`config.mk`:
```
export PLATFORM = sky130hd
export DESIGN_NAME = lpmc_ctrl
export DESIGN_NICKNAME = d
export VERILOG_FILES = /design/src/rtl/lpmc_pkg.sv /design/src/rtl/lpmc_ctrl.sv
export SDC_FILE = /design/constraint.sdc
export NUM_CORES = 1
export LEC_CHECK = 0
export CAP_MARGIN = 20
export CORE_MARGIN = 2
export CORE_UTILIZATION = 30
export CTS_CLUSTER_DIAMETER = 60
export DETAILED_ROUTE_END_ITERATION = 16
export DONT_BUFFER_PORTS = 1
export GPL_TIMING_DRIVEN = 0
export PLACE_DENSITY = 0.43
export SLEW_MARGIN = 40
export SYNTH_ARGS = -nofsm -noshare
export SYNTH_HDL_FRONTEND = slang
export SYNTH_SLANG_ARGS = --single-unit
```
`constraint.sdc`:
```
create_clock -name clock -period 4.1 [get_ports clock]
set_input_delay 0.82 -clock clock [delete_from_list [all_inputs] [get_ports clock]]
set_output_delay 0.82 -clock clock [all_outputs]
set_load 0.02 [all_outputs]
```
`src/rtl/lpmc_pkg.sv`:
```
/*
 * Package of the low-power mode controller: register offsets, field layouts,
 * reset values, mode and request encodings, timing counts and carrier structs.
 * Assumes a 100 MHz clock and an APB slave with 32-bit data.
 */
package lpmc_pkg;

   // register byte offsets
   localparam logic [7:0] OFS_CTRL = 8'h00;
   localparam logic [7:0] OFS_FREQ = 8'h04;
   localparam logic [7:0] OFS_STAT = 8'h08;
   localparam logic [7:0] OFS_WAKE_EN = 8'h0C;
   localparam logic [7:0] OFS_IRQ_STAT = 8'h10;
   localparam logic [7:0] OFS_IRQ_EN = 8'h14;
   localparam logic [7:0] OFS_IRQ_CLR = 8'h18;
   localparam logic [7:0] OFS_CAUSE = 8'h1C;

   // control register fields
   localparam int CTRL_REQ_LSB = 0;
   localparam int CTRL_RANGE_LSB = 4;
   localparam int CTRL_TIMEKEEP_BIT = 6;
   localparam int CTRL_CMP2_REF_BIT = 7;
   localparam int CTRL_RTC_EN_BIT = 8;
   localparam int CTRL_WDG_EN_BIT = 9;
   localparam logic [1:0] RANGE_RESET = 2'h1;
   localparam logic [31:0] WAKE_EN_RESET = 32'h0000_0000;

   // status register fields
   localparam int STAT_MODE_LSB = 0;
   localparam int STAT_WAIT_LSB = 8;
   localparam int STAT_CLKOK_BIT = 9;

   // frequency limits in kHz
   localparam logic [15:0] FREQ_RANGE1_MAX_KHZ = 16'd32000;
   localparam logic [15:0] FREQ_RANGE2_MAX_KHZ = 16'd16000;
   localparam logic [15:0] FREQ_RANGE3_MAX_KHZ = 16'd4200;
   localparam logic [15:0] FREQ_RANGE1_WS_KHZ = 16'd16000;
   localparam logic [15:0] FREQ_RANGE2_WS_KHZ = 16'd8000;
   localparam logic [15:0] FREQ_LP_MAX_KHZ = 16'd131;
   localparam logic [15:0] FREQ_RESET_KHZ = 16'd2000;

   // wakeup latencies
   localparam int CLK_MHZ = 100;
   localparam int STOP_WAKE_NS = 3500;
   localparam int STANDBY_WAKE_NS = 60000;
   localparam int STOP_WAKE_CYC = STOP_WAKE_NS * CLK_MHZ / 1000;
   localparam int STANDBY_WAKE_CYC = STANDBY_WAKE_NS * CLK_MHZ / 1000;

   // software entry requests
   typedef enum logic [3:0] {
      REQ_NONE = 4'h0,
      REQ_SLEEP = 4'h1,
      REQ_LP_RUN = 4'h2,
      REQ_LP_SLEEP = 4'h3,
      REQ_STOP = 4'h4,
      REQ_STANDBY = 4'h5,
      REQ_RUN = 4'h6
   } lpmc_req_t;

   // one-hot modes
   typedef enum logic [7:0] {
      M_RUN = 8'h01,
      M_SLEEP = 8'h02,
      M_LP_RUN = 8'h04,
      M_LP_SLEEP = 8'h08,
      M_STOP = 8'h10,
      M_STANDBY = 8'h20,
      M_WAKE = 8'h40
   } lpmc_mode_t;

   // wakeup sources, bit positions in wake bus and enable/status registers
   typedef struct packed {
      logic lptim;
      logic low_power_serial_port;
      logic serial; // usart or i2c wakeup, shared so the bus stays 32 bits
      logic cmp2;
      logic cmp1;
      logic voltage_detector_out;
      logic rtc_wakeup;
      logic rtc_stamp;
      logic rtc_tamper;
      logic rtc_alarm_b;
      logic rtc_alarm_a;
      logic wdg_reset;
      logic ext_reset;
      logic [2:0] wakeup_pin;
      logic [15:0] gpio;
   } lpmc_wake_t;

   // clock and power controls
   typedef struct packed {
      logic core_clk_en;
      logic periph_clk_en;
      logic pll_en;
      logic msi_en;
      logic fast_ext_en;
      logic fast_int_en;
      logic slow_ext_en;
      logic slow_int_en;
      logic reg_lowpower;
      logic core_power_on;
      logic retain;
      logic msi_low_speed;
   } lpmc_power_t;

   localparam int WAKE_W = $bits(lpmc_wake_t);

endpackage : lpmc_pkg

```
`src/rtl/lpmc_ctrl.sv`:
```
/*
 * Low-power mode controller: range and wait-state check, mode sequencer,
 * clock and power gating outputs, wakeup qualification, APB registers, irq.
 * Assumes synchronous wakeup inputs and an APB master on the same clock.
 */
// Local design decisions: register access over APB and the register addresses.
//
// Behaviour
// range 1 allows a core clock up to 32 MHz
// range 2 limits the core clock to 16 MHz
// range 3 limits the core clock to 4.2 MHz, no wait states
// range 1 uses one wait state above 16 MHz, else none
// range 2 uses one wait state above 8 MHz, else none
// sleep halts only the core; any peripheral event wakes it (code: only events enabled in wake_en wake sleep)
// low-power run uses slow multispeed clock, at most 131 kHz, regulator low
// low-power sleep wakes into run with the regulator fully on
// stop with timekeeping gates core clocks and fast oscillators, keeps slow ones
// in stop a wakeup-capable peripheral may turn on the fast internal osc
// any event line wakes stop; core resumes within 3.5 us (code: only R12/R13 sources enabled in wake_en wake stop)
// stop wake sources: pins, detector, comparators, serial and timer events
// stop with timekeeping also wakes on timekeeping events
// stop without timekeeping stops every clock, retains state
// standby powers off core domain, keeps always-on logic and cause
// standby with timekeeping exits within 60 us on listed sources
// standby without timekeeping exits on reset pin or wakeup pin only
// stop and standby leave timekeeping and watchdog running
// one mode state, changed only by entry request or qualifying wakeup
`timescale 1ns/100ps
module lpmc_ctrl (
   // clock and reset
   input wire logic clock,
   input wire logic rst,
   // apb slave
   input wire logic psel,
   input wire logic penable,
   input wire logic pwrite,
   input wire logic [7:0] paddr,
   input wire logic [31:0] pwdata,
   output logic [31:0] prdata,
   output logic pready,
   output logic pslverr,
   // wakeup sources and stop fast-osc requests
   input wire lpmc_pkg::lpmc_wake_t wake_in,
   input wire logic fast_int_req,
   // power and clock controls
   output lpmc_pkg::lpmc_power_t power,
   output logic rtc_clk_en,
   output logic wdg_clk_en,
   output logic [15:0] core_freq_khz,
   output logic flash_wait,
   output logic irq
);

   lpmc_pkg::lpmc_mode_t mode;
   lpmc_pkg::lpmc_mode_t next_mode;
   lpmc_pkg::lpmc_mode_t from_mode;
   logic [1:0] range;
   logic timekeep;
   logic cmp2_ref;
   logic rtc_en;
   logic wdg_en;
   logic [15:0] freq_req;
   logic [31:0] wake_en;
   logic [31:0] irq_stat;
   logic [31:0] irq_en;
   logic [31:0] cause;
   logic [31:0] wake_prev;
   logic [31:0] wake_now;
   logic [31:0] wake_rise;
   logic [31:0] stop_mask;
   logic [31:0] stby_mask;
   logic [15:0] wake_cnt;
   logic [15:0] next_freq;
   logic next_wait;
   logic freq_ok;
   logic stop_hit;
   logic stby_hit;
   logic any_hit;
   logic tk_now;
   logic wr;
   logic rd;
   logic [3:0] req_cmd;
   lpmc_pkg::lpmc_wake_t m;
   lpmc_pkg::lpmc_power_t next_power;

   // frequency limit of a range
   function automatic logic [15:0] range_max(input logic [1:0] r);
      unique case (r)
         2'h1: range_max = lpmc_pkg::FREQ_RANGE1_MAX_KHZ;
         2'h2: range_max = lpmc_pkg::FREQ_RANGE2_MAX_KHZ;
         default: range_max = lpmc_pkg::FREQ_RANGE3_MAX_KHZ;
      endcase
   endfunction : range_max

   // flash wait state for a frequency in a range
   function automatic logic wait_for(input logic [1:0] r, input logic [15:0] f);
      unique case (r)
         2'h1: wait_for = f > lpmc_pkg::FREQ_RANGE1_WS_KHZ;
         2'h2: wait_for = f > lpmc_pkg::FREQ_RANGE2_WS_KHZ;
         default: wait_for = 1'b0;
      endcase
   endfunction : wait_for

   assign wr = psel & penable & pwrite;
   assign rd = psel & ~penable & ~pwrite;
   assign req_cmd = pwdata[lpmc_pkg::CTRL_REQ_LSB +: 4];
   assign wake_now = wake_in;
   assign wake_rise = wake_now & ~wake_prev;
   assign freq_ok = freq_req <= range_max(range);
   // timekeeping choice as written with the entry request, so slow oscs never blink
   assign tk_now = (wr && paddr == lpmc_pkg::OFS_CTRL) ?
      pwdata[lpmc_pkg::CTRL_TIMEKEEP_BIT] : timekeep;

   // stop sources: pins, detector, comparators, serial and timer events
   always_comb begin
      m = '0;
      m.gpio = '1;
      m.voltage_detector_out = 1'b1;
      m.cmp1 = 1'b1;
      m.cmp2 = cmp2_ref;
      m.serial = 1'b1;
      m.low_power_serial_port = 1'b1;
      m.lptim = 1'b1;
      m.rtc_alarm_a = timekeep;
      m.rtc_alarm_b = timekeep;
      m.rtc_tamper = timekeep;
      m.rtc_stamp = timekeep;
      m.rtc_wakeup = timekeep;
      stop_mask = m & wake_en;
   end

   // standby sources: reset pin, wakeup pin edges, and timekeeping set
   always_comb begin
      stby_mask = '0;
      stby_mask[18] = 1'b1;
      stby_mask[18:16] = '1;
      stby_mask[19] = 1'b1;
      stby_mask[20] = timekeep;
      stby_mask[25:21] = {5{timekeep}};
   end

   assign stop_hit = |(wake_now & stop_mask);
   assign stby_hit = |(wake_rise & stby_mask);
   assign any_hit = |(wake_now & wake_en);

   // mode sequencer
   always_comb begin
      next_mode = mode;
      unique case (mode)
         lpmc_pkg::M_RUN, lpmc_pkg::M_LP_RUN: begin
            if (wr && paddr == lpmc_pkg::OFS_CTRL) begin
               unique case (req_cmd)
                  lpmc_pkg::REQ_SLEEP: next_mode = lpmc_pkg::M_SLEEP;
                  lpmc_pkg::REQ_LP_RUN: next_mode = lpmc_pkg::M_LP_RUN;
                  lpmc_pkg::REQ_LP_SLEEP: next_mode = lpmc_pkg::M_LP_SLEEP;
                  lpmc_pkg::REQ_STOP: next_mode = lpmc_pkg::M_STOP;
                  lpmc_pkg::REQ_STANDBY: next_mode = lpmc_pkg::M_STANDBY;
                  lpmc_pkg::REQ_RUN: next_mode = lpmc_pkg::M_RUN;
                  default: next_mode = mode;
               endcase
            end
         end
         lpmc_pkg::M_SLEEP: if (any_hit) next_mode = lpmc_pkg::M_RUN;
         lpmc_pkg::M_LP_SLEEP: if (any_hit) next_mode = lpmc_pkg::M_RUN;
         lpmc_pkg::M_STOP: if (stop_hit) next_mode = lpmc_pkg::M_WAKE;
         lpmc_pkg::M_STANDBY: if (stby_hit) next_mode = lpmc_pkg::M_WAKE;
         lpmc_pkg::M_WAKE: if (wake_cnt == 16'h0000) next_mode = lpmc_pkg::M_RUN;
         default: next_mode = lpmc_pkg::M_RUN;
      endcase
   end

   always_ff @(posedge clock) begin
      if (rst) begin
         mode <= lpmc_pkg::M_RUN;
      end else begin
         mode <= next_mode;
      end
   end

   // wakeup latency counter, sized to the mode being left
   always_ff @(posedge clock) begin
      if (rst) begin
         wake_cnt <= 16'h0000;
         from_mode <= lpmc_pkg::M_RUN;
      end else if (next_mode == lpmc_pkg::M_WAKE && mode != lpmc_pkg::M_WAKE) begin
         from_mode <= mode;
         if (mode == lpmc_pkg::M_STOP) begin
            wake_cnt <= 16'(lpmc_pkg::STOP_WAKE_CYC - 2);
         end else begin
            wake_cnt <= 16'(lpmc_pkg::STANDBY_WAKE_CYC - 2);
         end
      end else if (wake_cnt != 16'h0000) begin
         wake_cnt <= wake_cnt - 16'h0001;
      end
   end

   always_ff @(posedge clock) begin
      if (rst) begin
         wake_prev <= '0;
      end else begin
         wake_prev <= wake_now;
      end
   end

   // clock and power control per mode
   always_comb begin
      next_power = '0;
      next_power.core_power_on = 1'b1;
      next_power.retain = 1'b1;
      next_power.slow_ext_en = 1'b1;
      next_power.slow_int_en = 1'b1;
      next_power.periph_clk_en = 1'b1;
      next_power.msi_en = 1'b1;
      next_power.fast_int_en = 1'b1;
      next_power.fast_ext_en = 1'b1;
      next_power.pll_en = 1'b1;
      next_power.core_clk_en = 1'b1;
      unique case (next_mode)
         lpmc_pkg::M_SLEEP: next_power.core_clk_en = 1'b0;
         lpmc_pkg::M_LP_RUN, lpmc_pkg::M_LP_SLEEP: begin
            next_power.core_clk_en = next_mode == lpmc_pkg::M_LP_RUN;
            next_power.reg_lowpower = 1'b1;
            next_power.msi_low_speed = 1'b1;
            next_power.pll_en = 1'b0;
            next_power.fast_ext_en = 1'b0;
            next_power.fast_int_en = 1'b0;
         end
         lpmc_pkg::M_STOP: begin
            next_power.core_clk_en = 1'b0;
            next_power.periph_clk_en = 1'b0;
            next_power.pll_en = 1'b0;
            next_power.msi_en = 1'b0;
            next_power.fast_ext_en = 1'b0;
            next_power.fast_int_en = fast_int_req;
            next_power.reg_lowpower = 1'b1;
            next_power.slow_ext_en = tk_now;
            next_power.slow_int_en = tk_now;
         end
         lpmc_pkg::M_STANDBY: begin
            next_power = '0;
            next_power.slow_ext_en = tk_now;
            next_power.slow_int_en = tk_now;
         end
         lpmc_pkg::M_WAKE: begin
            next_power.core_clk_en = 1'b0;
            // first waking cycle: from_mode is loaded only at this edge
            next_power.retain = (mode == lpmc_pkg::M_WAKE) ? from_mode != lpmc_pkg::M_STANDBY :
               mode != lpmc_pkg::M_STANDBY;
         end
         default: next_power.reg_lowpower = 1'b0;
      endcase
   end

   always_ff @(posedge clock) begin
      if (rst) begin
         power <= '0;
         power.core_power_on <= 1'b1;
         power.retain <= 1'b1;
         power.core_clk_en <= 1'b1;
         power.periph_clk_en <= 1'b1;
         power.msi_en <= 1'b1;
      end else begin
         power <= next_power;
      end
   end

   // timekeeping and watchdog clocks follow software only
   always_ff @(posedge clock) begin
      if (rst) begin
         rtc_clk_en <= 1'b0;
         wdg_clk_en <= 1'b0;
      end else begin
         rtc_clk_en <= rtc_en;
         wdg_clk_en <= wdg_en;
      end
   end

   // clamped core frequency and wait state
   always_comb begin
      next_freq = freq_ok ? freq_req : range_max(range);
      if (next_mode == lpmc_pkg::M_LP_RUN || next_mode == lpmc_pkg::M_LP_SLEEP) begin
         next_freq = lpmc_pkg::FREQ_LP_MAX_KHZ;
      end
      next_wait = wait_for(range, next_freq);
   end

   always_ff @(posedge clock) begin
      if (rst) begin
         core_freq_khz <= lpmc_pkg::FREQ_RESET_KHZ;
         flash_wait <= 1'b0;
      end else begin
         core_freq_khz <= next_freq;
         flash_wait <= next_wait;
      end
   end

   // software registers
   always_ff @(posedge clock) begin
      if (rst) begin
         range <= lpmc_pkg::RANGE_RESET;
         timekeep <= 1'b0;
         cmp2_ref <= 1'b0;
         rtc_en <= 1'b0;
         wdg_en <= 1'b0;
         freq_req <= lpmc_pkg::FREQ_RESET_KHZ;
         wake_en <= lpmc_pkg::WAKE_EN_RESET;
         irq_en <= '0;
      end else if (wr) begin
         unique case (paddr)
            lpmc_pkg::OFS_CTRL: begin
               if (pwdata[lpmc_pkg::CTRL_RANGE_LSB +: 2] != 2'h0) begin
                  range <= pwdata[lpmc_pkg::CTRL_RANGE_LSB +: 2];
               end
               timekeep <= pwdata[lpmc_pkg::CTRL_TIMEKEEP_BIT];
               cmp2_ref <= pwdata[lpmc_pkg::CTRL_CMP2_REF_BIT];
               rtc_en <= pwdata[lpmc_pkg::CTRL_RTC_EN_BIT];
               wdg_en <= pwdata[lpmc_pkg::CTRL_WDG_EN_BIT];
            end
            lpmc_pkg::OFS_FREQ: freq_req <= pwdata[15:0];
            lpmc_pkg::OFS_WAKE_EN: wake_en <= pwdata;
            lpmc_pkg::OFS_IRQ_EN: irq_en <= pwdata;
            default: ;
         endcase
      end
   end

   // sticky wake events and cause; set wins over clear
   always_ff @(posedge clock) begin
      if (rst) begin
         irq_stat <= '0;
         cause <= '0;
      end else begin
         if (wr && paddr == lpmc_pkg::OFS_IRQ_CLR) begin
            irq_stat <= (irq_stat & ~pwdata) | wake_rise;
         end else begin
            irq_stat <= irq_stat | wake_rise;
         end
         if (mode == lpmc_pkg::M_STANDBY && stby_hit) begin
            cause <= wake_rise & stby_mask;
         end else if (wr && paddr == lpmc_pkg::OFS_CAUSE) begin
            cause <= '0;
         end
      end
   end

   always_ff @(posedge clock) begin
      if (rst) begin
         irq <= 1'b0;
      end else begin
         irq <= |(irq_stat & irq_en);
      end
   end

   // apb answer: zero wait, data registered in setup
   always_ff @(posedge clock) begin
      if (rst) begin
         prdata <= '0;
         pready <= 1'b0;
         pslverr <= 1'b0;
      end else begin
         pready <= psel & ~penable;
         pslverr <= psel & ~penable & (paddr > lpmc_pkg::OFS_CAUSE || paddr[1:0] != 2'h0);
         if (rd) begin
            unique case (paddr)
               lpmc_pkg::OFS_CTRL: prdata <= {22'h0, wdg_en, rtc_en, cmp2_ref, timekeep,
                                              range, 4'h0};
               lpmc_pkg::OFS_FREQ: prdata <= {16'h0, freq_req};
               lpmc_pkg::OFS_STAT: prdata <= {22'h0, freq_ok, flash_wait, mode};
               lpmc_pkg::OFS_WAKE_EN: prdata <= wake_en;
               lpmc_pkg::OFS_IRQ_STAT: prdata <= irq_stat;
               lpmc_pkg::OFS_IRQ_EN: prdata <= irq_en;
               lpmc_pkg::OFS_CAUSE: prdata <= cause;
               default: prdata <= '0;
            endcase
         end
      end
   end

endmodule : lpmc_ctrl

```
==> results.py <==
metrics = {
    "sta": {
        "tightest_slew_ps": 851.5,
        "slew_violations": 0,
        "fin_crit_ps": 3390,
        "final-setup-viol-count": 0,
        "setup_tns_ps": 0,
        "timing.final.crit_share_pct": 82.69,
        "finalWorstSetupSlack_ps": 709.5,
        "skew_ps": 25.30,
        "hold_ws_ps": 413.3,
        "maxSlewHeadroom_pct": 42.80,
        "rsz0062_at_grt": "no",
        "finalHoldViolCount": 0,
        "clock.fmax_mhz": 294.9,
    },
    "route": {
        "wl_met1_mm": 19.94,
        "drt_iter0_drc": 856,
        "vias": 9971,
        "wl_per_cell_um": 24.10,
        "drc_errors": 0,
        "drt_wl_total_mm": 44.13,
        "dr_wl_met2_mm": 20.14,
        "routed_via_density": 5.446,
        "wl_met3_mm": 3.160,
        "antenna_left": 0,
        "first_pass_iters": 5,
        "top_layer": "met4",
    },
    "global_route": {
        "grt_usage_pct": 23.57,
        "antenna_found_initial": 1,
        "grt_remaining_overflow": 0,
        "grt_first_pass_wirelength_mm": 64.31,
        "grt_max_degree": 13,
        "grt_pass1_vias": 9479,
    },
    "floorplan": {
        "die_area_um2": 37280,
        "num_io_pins": 144,
        "die_h_um": 193.1,
        "initial_core_util_pct": 30.30,
        "core_um2": 35400,
        "rows": 69,
        "dieWidth_um": 193.1,
    },
    "place": {
        "globalplace.congestion": 0.9179,
        "dpl_cell_area_um2": 11360,
        "dp.final_hpwl_mm": 33.37,
        "post-place-ws_ps": 376.6,
        "port_buffers": 0,
    },
    "pwr": {
        "power.share.switching_pct": 25.80,
        "total_leakage_power_uw": 0.004225,
        "power_density_nw_per_um2": 498.8,
        "p_clk_share_pct": 47.3,
        "power_frac_comb_pct": 9.3,
        "pwr-share-seq_pct": 43.5,
        "intPower_uw": 4616,
        "power.switching_uw": 1605,
        "vdd_drop_max_mv": 0.3201,
    },
    "setup_path": {
        "r2r_start": "range[0]",
        "startpoint_type": "flip-flop",
        "critPathArrivalTime_ps": 3740,
        "crit_chain": "inv_1 -> ha_1 -> inv_1 -> ha_1 -> and3_1 -> a221o_1 -> a211oi_2 -> nor3_1 -> o32ai_1 -> a2111oi_1",
        "critPathMaxStageDelay_ps": 550,
        "slowest_stage": "a211oi_2",
        "crit_type": "flip-flop to flip-flop",
        "crit_path_end_kind": "flip-flop",
        "crit_fanout": 10,
        "startpoint": "range[0]",
        "required_ps": 4450,
    },
    "synthesis": {
        "synth_area_leaders": "dfxtp_1 (48%), a21oi_1 (9.3%), nand2_1 (8.5%), a22oi_1 (5.5%), nor2b_1 (3.7%)",
        "synthesis.area_um2": 10730,
        "ys_types": 63,
        "ys_async_sr_fraction_pct": 0,
        "syn_inst": 1308,
        "yosysSeqAreaShare_pct": 47.78,
        "yosysWarnings": 0,
        "synth_flop_cell": "dfxtp_1",
        "synth-edff-count": 0,
        "synth-seq-cells": 256,
        "avgSynthCellArea_um2": 8.201,
        "netlist.area_leader.share_pct": 47.78,
        "yosys.area.top_type": "dfxtp_1",
    },
    "final_layout": {
        "final_util_pct": 35.24,
        "area_growth_pct": 16.27,
        "postLayoutCellArea_um2": 12470,
        "num_antenna_cells": 0,
        "nets": 1438,
        "drive_gt1_share_pct": 5.547,
    },
    "flow_run": {
        "maxCapViolations": 0,
    },
    "cts": {
        "cts-root-buf": "clkbuf_16",
        "cts-resized-gates": 0,
        "clock_sinks": 256,
        "ctsHtreeMaxLevel": 2,
        "cts_made_buffers": 34,
        "clk_pin_slew_worst_paths_ps": 60,
        "clk_latency_ps": 520,
        "cts_buffer_depth": 3,
        "cts_setup_buffers": 0,
        "hold_buffers": 0,
        "cts_tree": "done",
    },
    "min_path": {
        "hold_path_class": "primary input to flip-flop",
        "hp-start": "fast_int_req",
    },
    "run_status": {
        "run_status": "completed",
    },
}
[final cells by class]
class / instances / area [µm²]
buffer: 85 / 330.3
tap: 461 / 576.8
timing repair buffer: 1 / 5.005
clock inverter: 10 / 92.59
inverter: 16 / 60.06
fill: 3789 / 22920
multi-input combinational: 952 / 5270
sequential: 256 / 5125
clock buffer: 50 / 1012
[through the flow]
| step | total power, µW | std cells |
|---|---|---|
| after floorplan | 3159 | 1309 |
| after global placement | 3316 | 1770 |
| after detailed placement | 3327 | 1771 |
| after CTS | 6273 | 1831 |
| after global routing | 6459 | 1831 |
| final | 6222 | 1831 |
[path summary, 6_finish.rpt]
check / end / slack (ps) / cells after the start
max: flash_wait / 710 / 10
max reg2reg: flash_wait / 710 / 10
min: power[6] / 410 / 1
min reg2reg: from_mode[0] / 450 / 1
[routing by layer]
layer  GRT usage [%]  vias up
li1                -     4701
met1           32.36     4855
met2           38.17      359
met3           4.434       56
met4           5.740        0
met5               0        -
[cell usage after synthesis (3+ instances only)]
master    count
nor4b_1       3
a22oi_1      79
o21a_1        3
inv_1        16
a222oi_1      7
or2_2         5
nor3_1       32
and2_0        3
a21oi_1     199
o21ai_0      17
nor2_1       97
nand2b_1     12
clkbuf_1     79
or4_1         5
xnor2_1       4
nor3b_1       3
a22o_1        4
nor2b_1      64
and3_1       10
a221oi_1      4
o211a_1       3
nand2_1     243
nand4b_1      5
nand4_1       7
or3_1        10
ha_1         14
o31a_1        3
a32oi_1       4
a31oi_1       9
a211oi_1      5
nor4_1       14
xor2_1       11
dfxtp_1     256
mux2i_1       4
nand3b_1      3
nand3_1      25
o31ai_1       9
[worst max-delay path: cells and delay by family, from the launching register on]
family	cells	cell delay, ps
compound gates	4	1390
fa+ha+maj	2	830
flops	1	400
simple gates	2	360
buf+inv	2	260
[registers in the layout (all words and copies together), names as in the netlist, 2 cells and up]
signal	cells
from_mode	8
cause	10
irq_en	32
irq_stat	32
freq_req	16
wake_cnt	16
range	2
core_freq_khz	16
wake_prev	32
power	10
wake_en	32
prdata	32
mode	8
[power groups by stage]
stage | registers, µW | logic [µW] | clock network, µW
2_1_floorplan | 2720 | 440 | 0
6_report | 2700 | 578 | 2940
3_3_place_gp | 2750 | 563 | 0
4_1_cts | 2700 | 577 | 3000
3_5_place_dp | 2750 | 573 | 0
5_1_grt | 2710 | 654 | 3090
[logic make-up after synthesis]
| logic type | Yosys count | share of synthesized area [%] |
|---|---|---|
| compound gates | 369 | 21.43 |
| flops | 256 | 47.78 |
| mux | 4 | 0.3733 |
| buf+inv | 101 | 3.628 |
| fa+ha+maj | 14 | 1.633 |
| simple gates | 548 | 23.90 |
| other cells | 1 | 0.03496 |
| xor+xnor | 15 | 1.225 |
[placed cells by master (no fill, tap or decap), types with 7 or more instances in the layout]
master | synthesis | routed
a21oi_1 | 199 | 199
nand4_1 | 7 | 7
nand3_1 | 25 | 25
nor2_1 | 97 | 97
a22oi_1 | 79 | 79
nor2b_1 | 64 | 64
dfxtp_1 | 256 | 256
and3_1 | 10 | 10
o21ai_0 | 17 | 17
nor3_1 | 32 | 30
nor4_1 | 14 | 10
xor2_1 | 11 | 11
ha_1 | 14 | 14
o31ai_1 | 9 | 9
nand2_1 | 243 | 243
clkbuf_1 | 79 | 85
nand2b_1 | 12 | 12
a31oi_1 | 9 | 9
inv_1 | 16 | 16
or3_1 | 10 | 10
a222oi_1 | 7 | 7
clkbuf_8 | 0 | 8
clkbuf_16 | 0 | 35
Note: power is estimated with default switching activity, not from simulation.
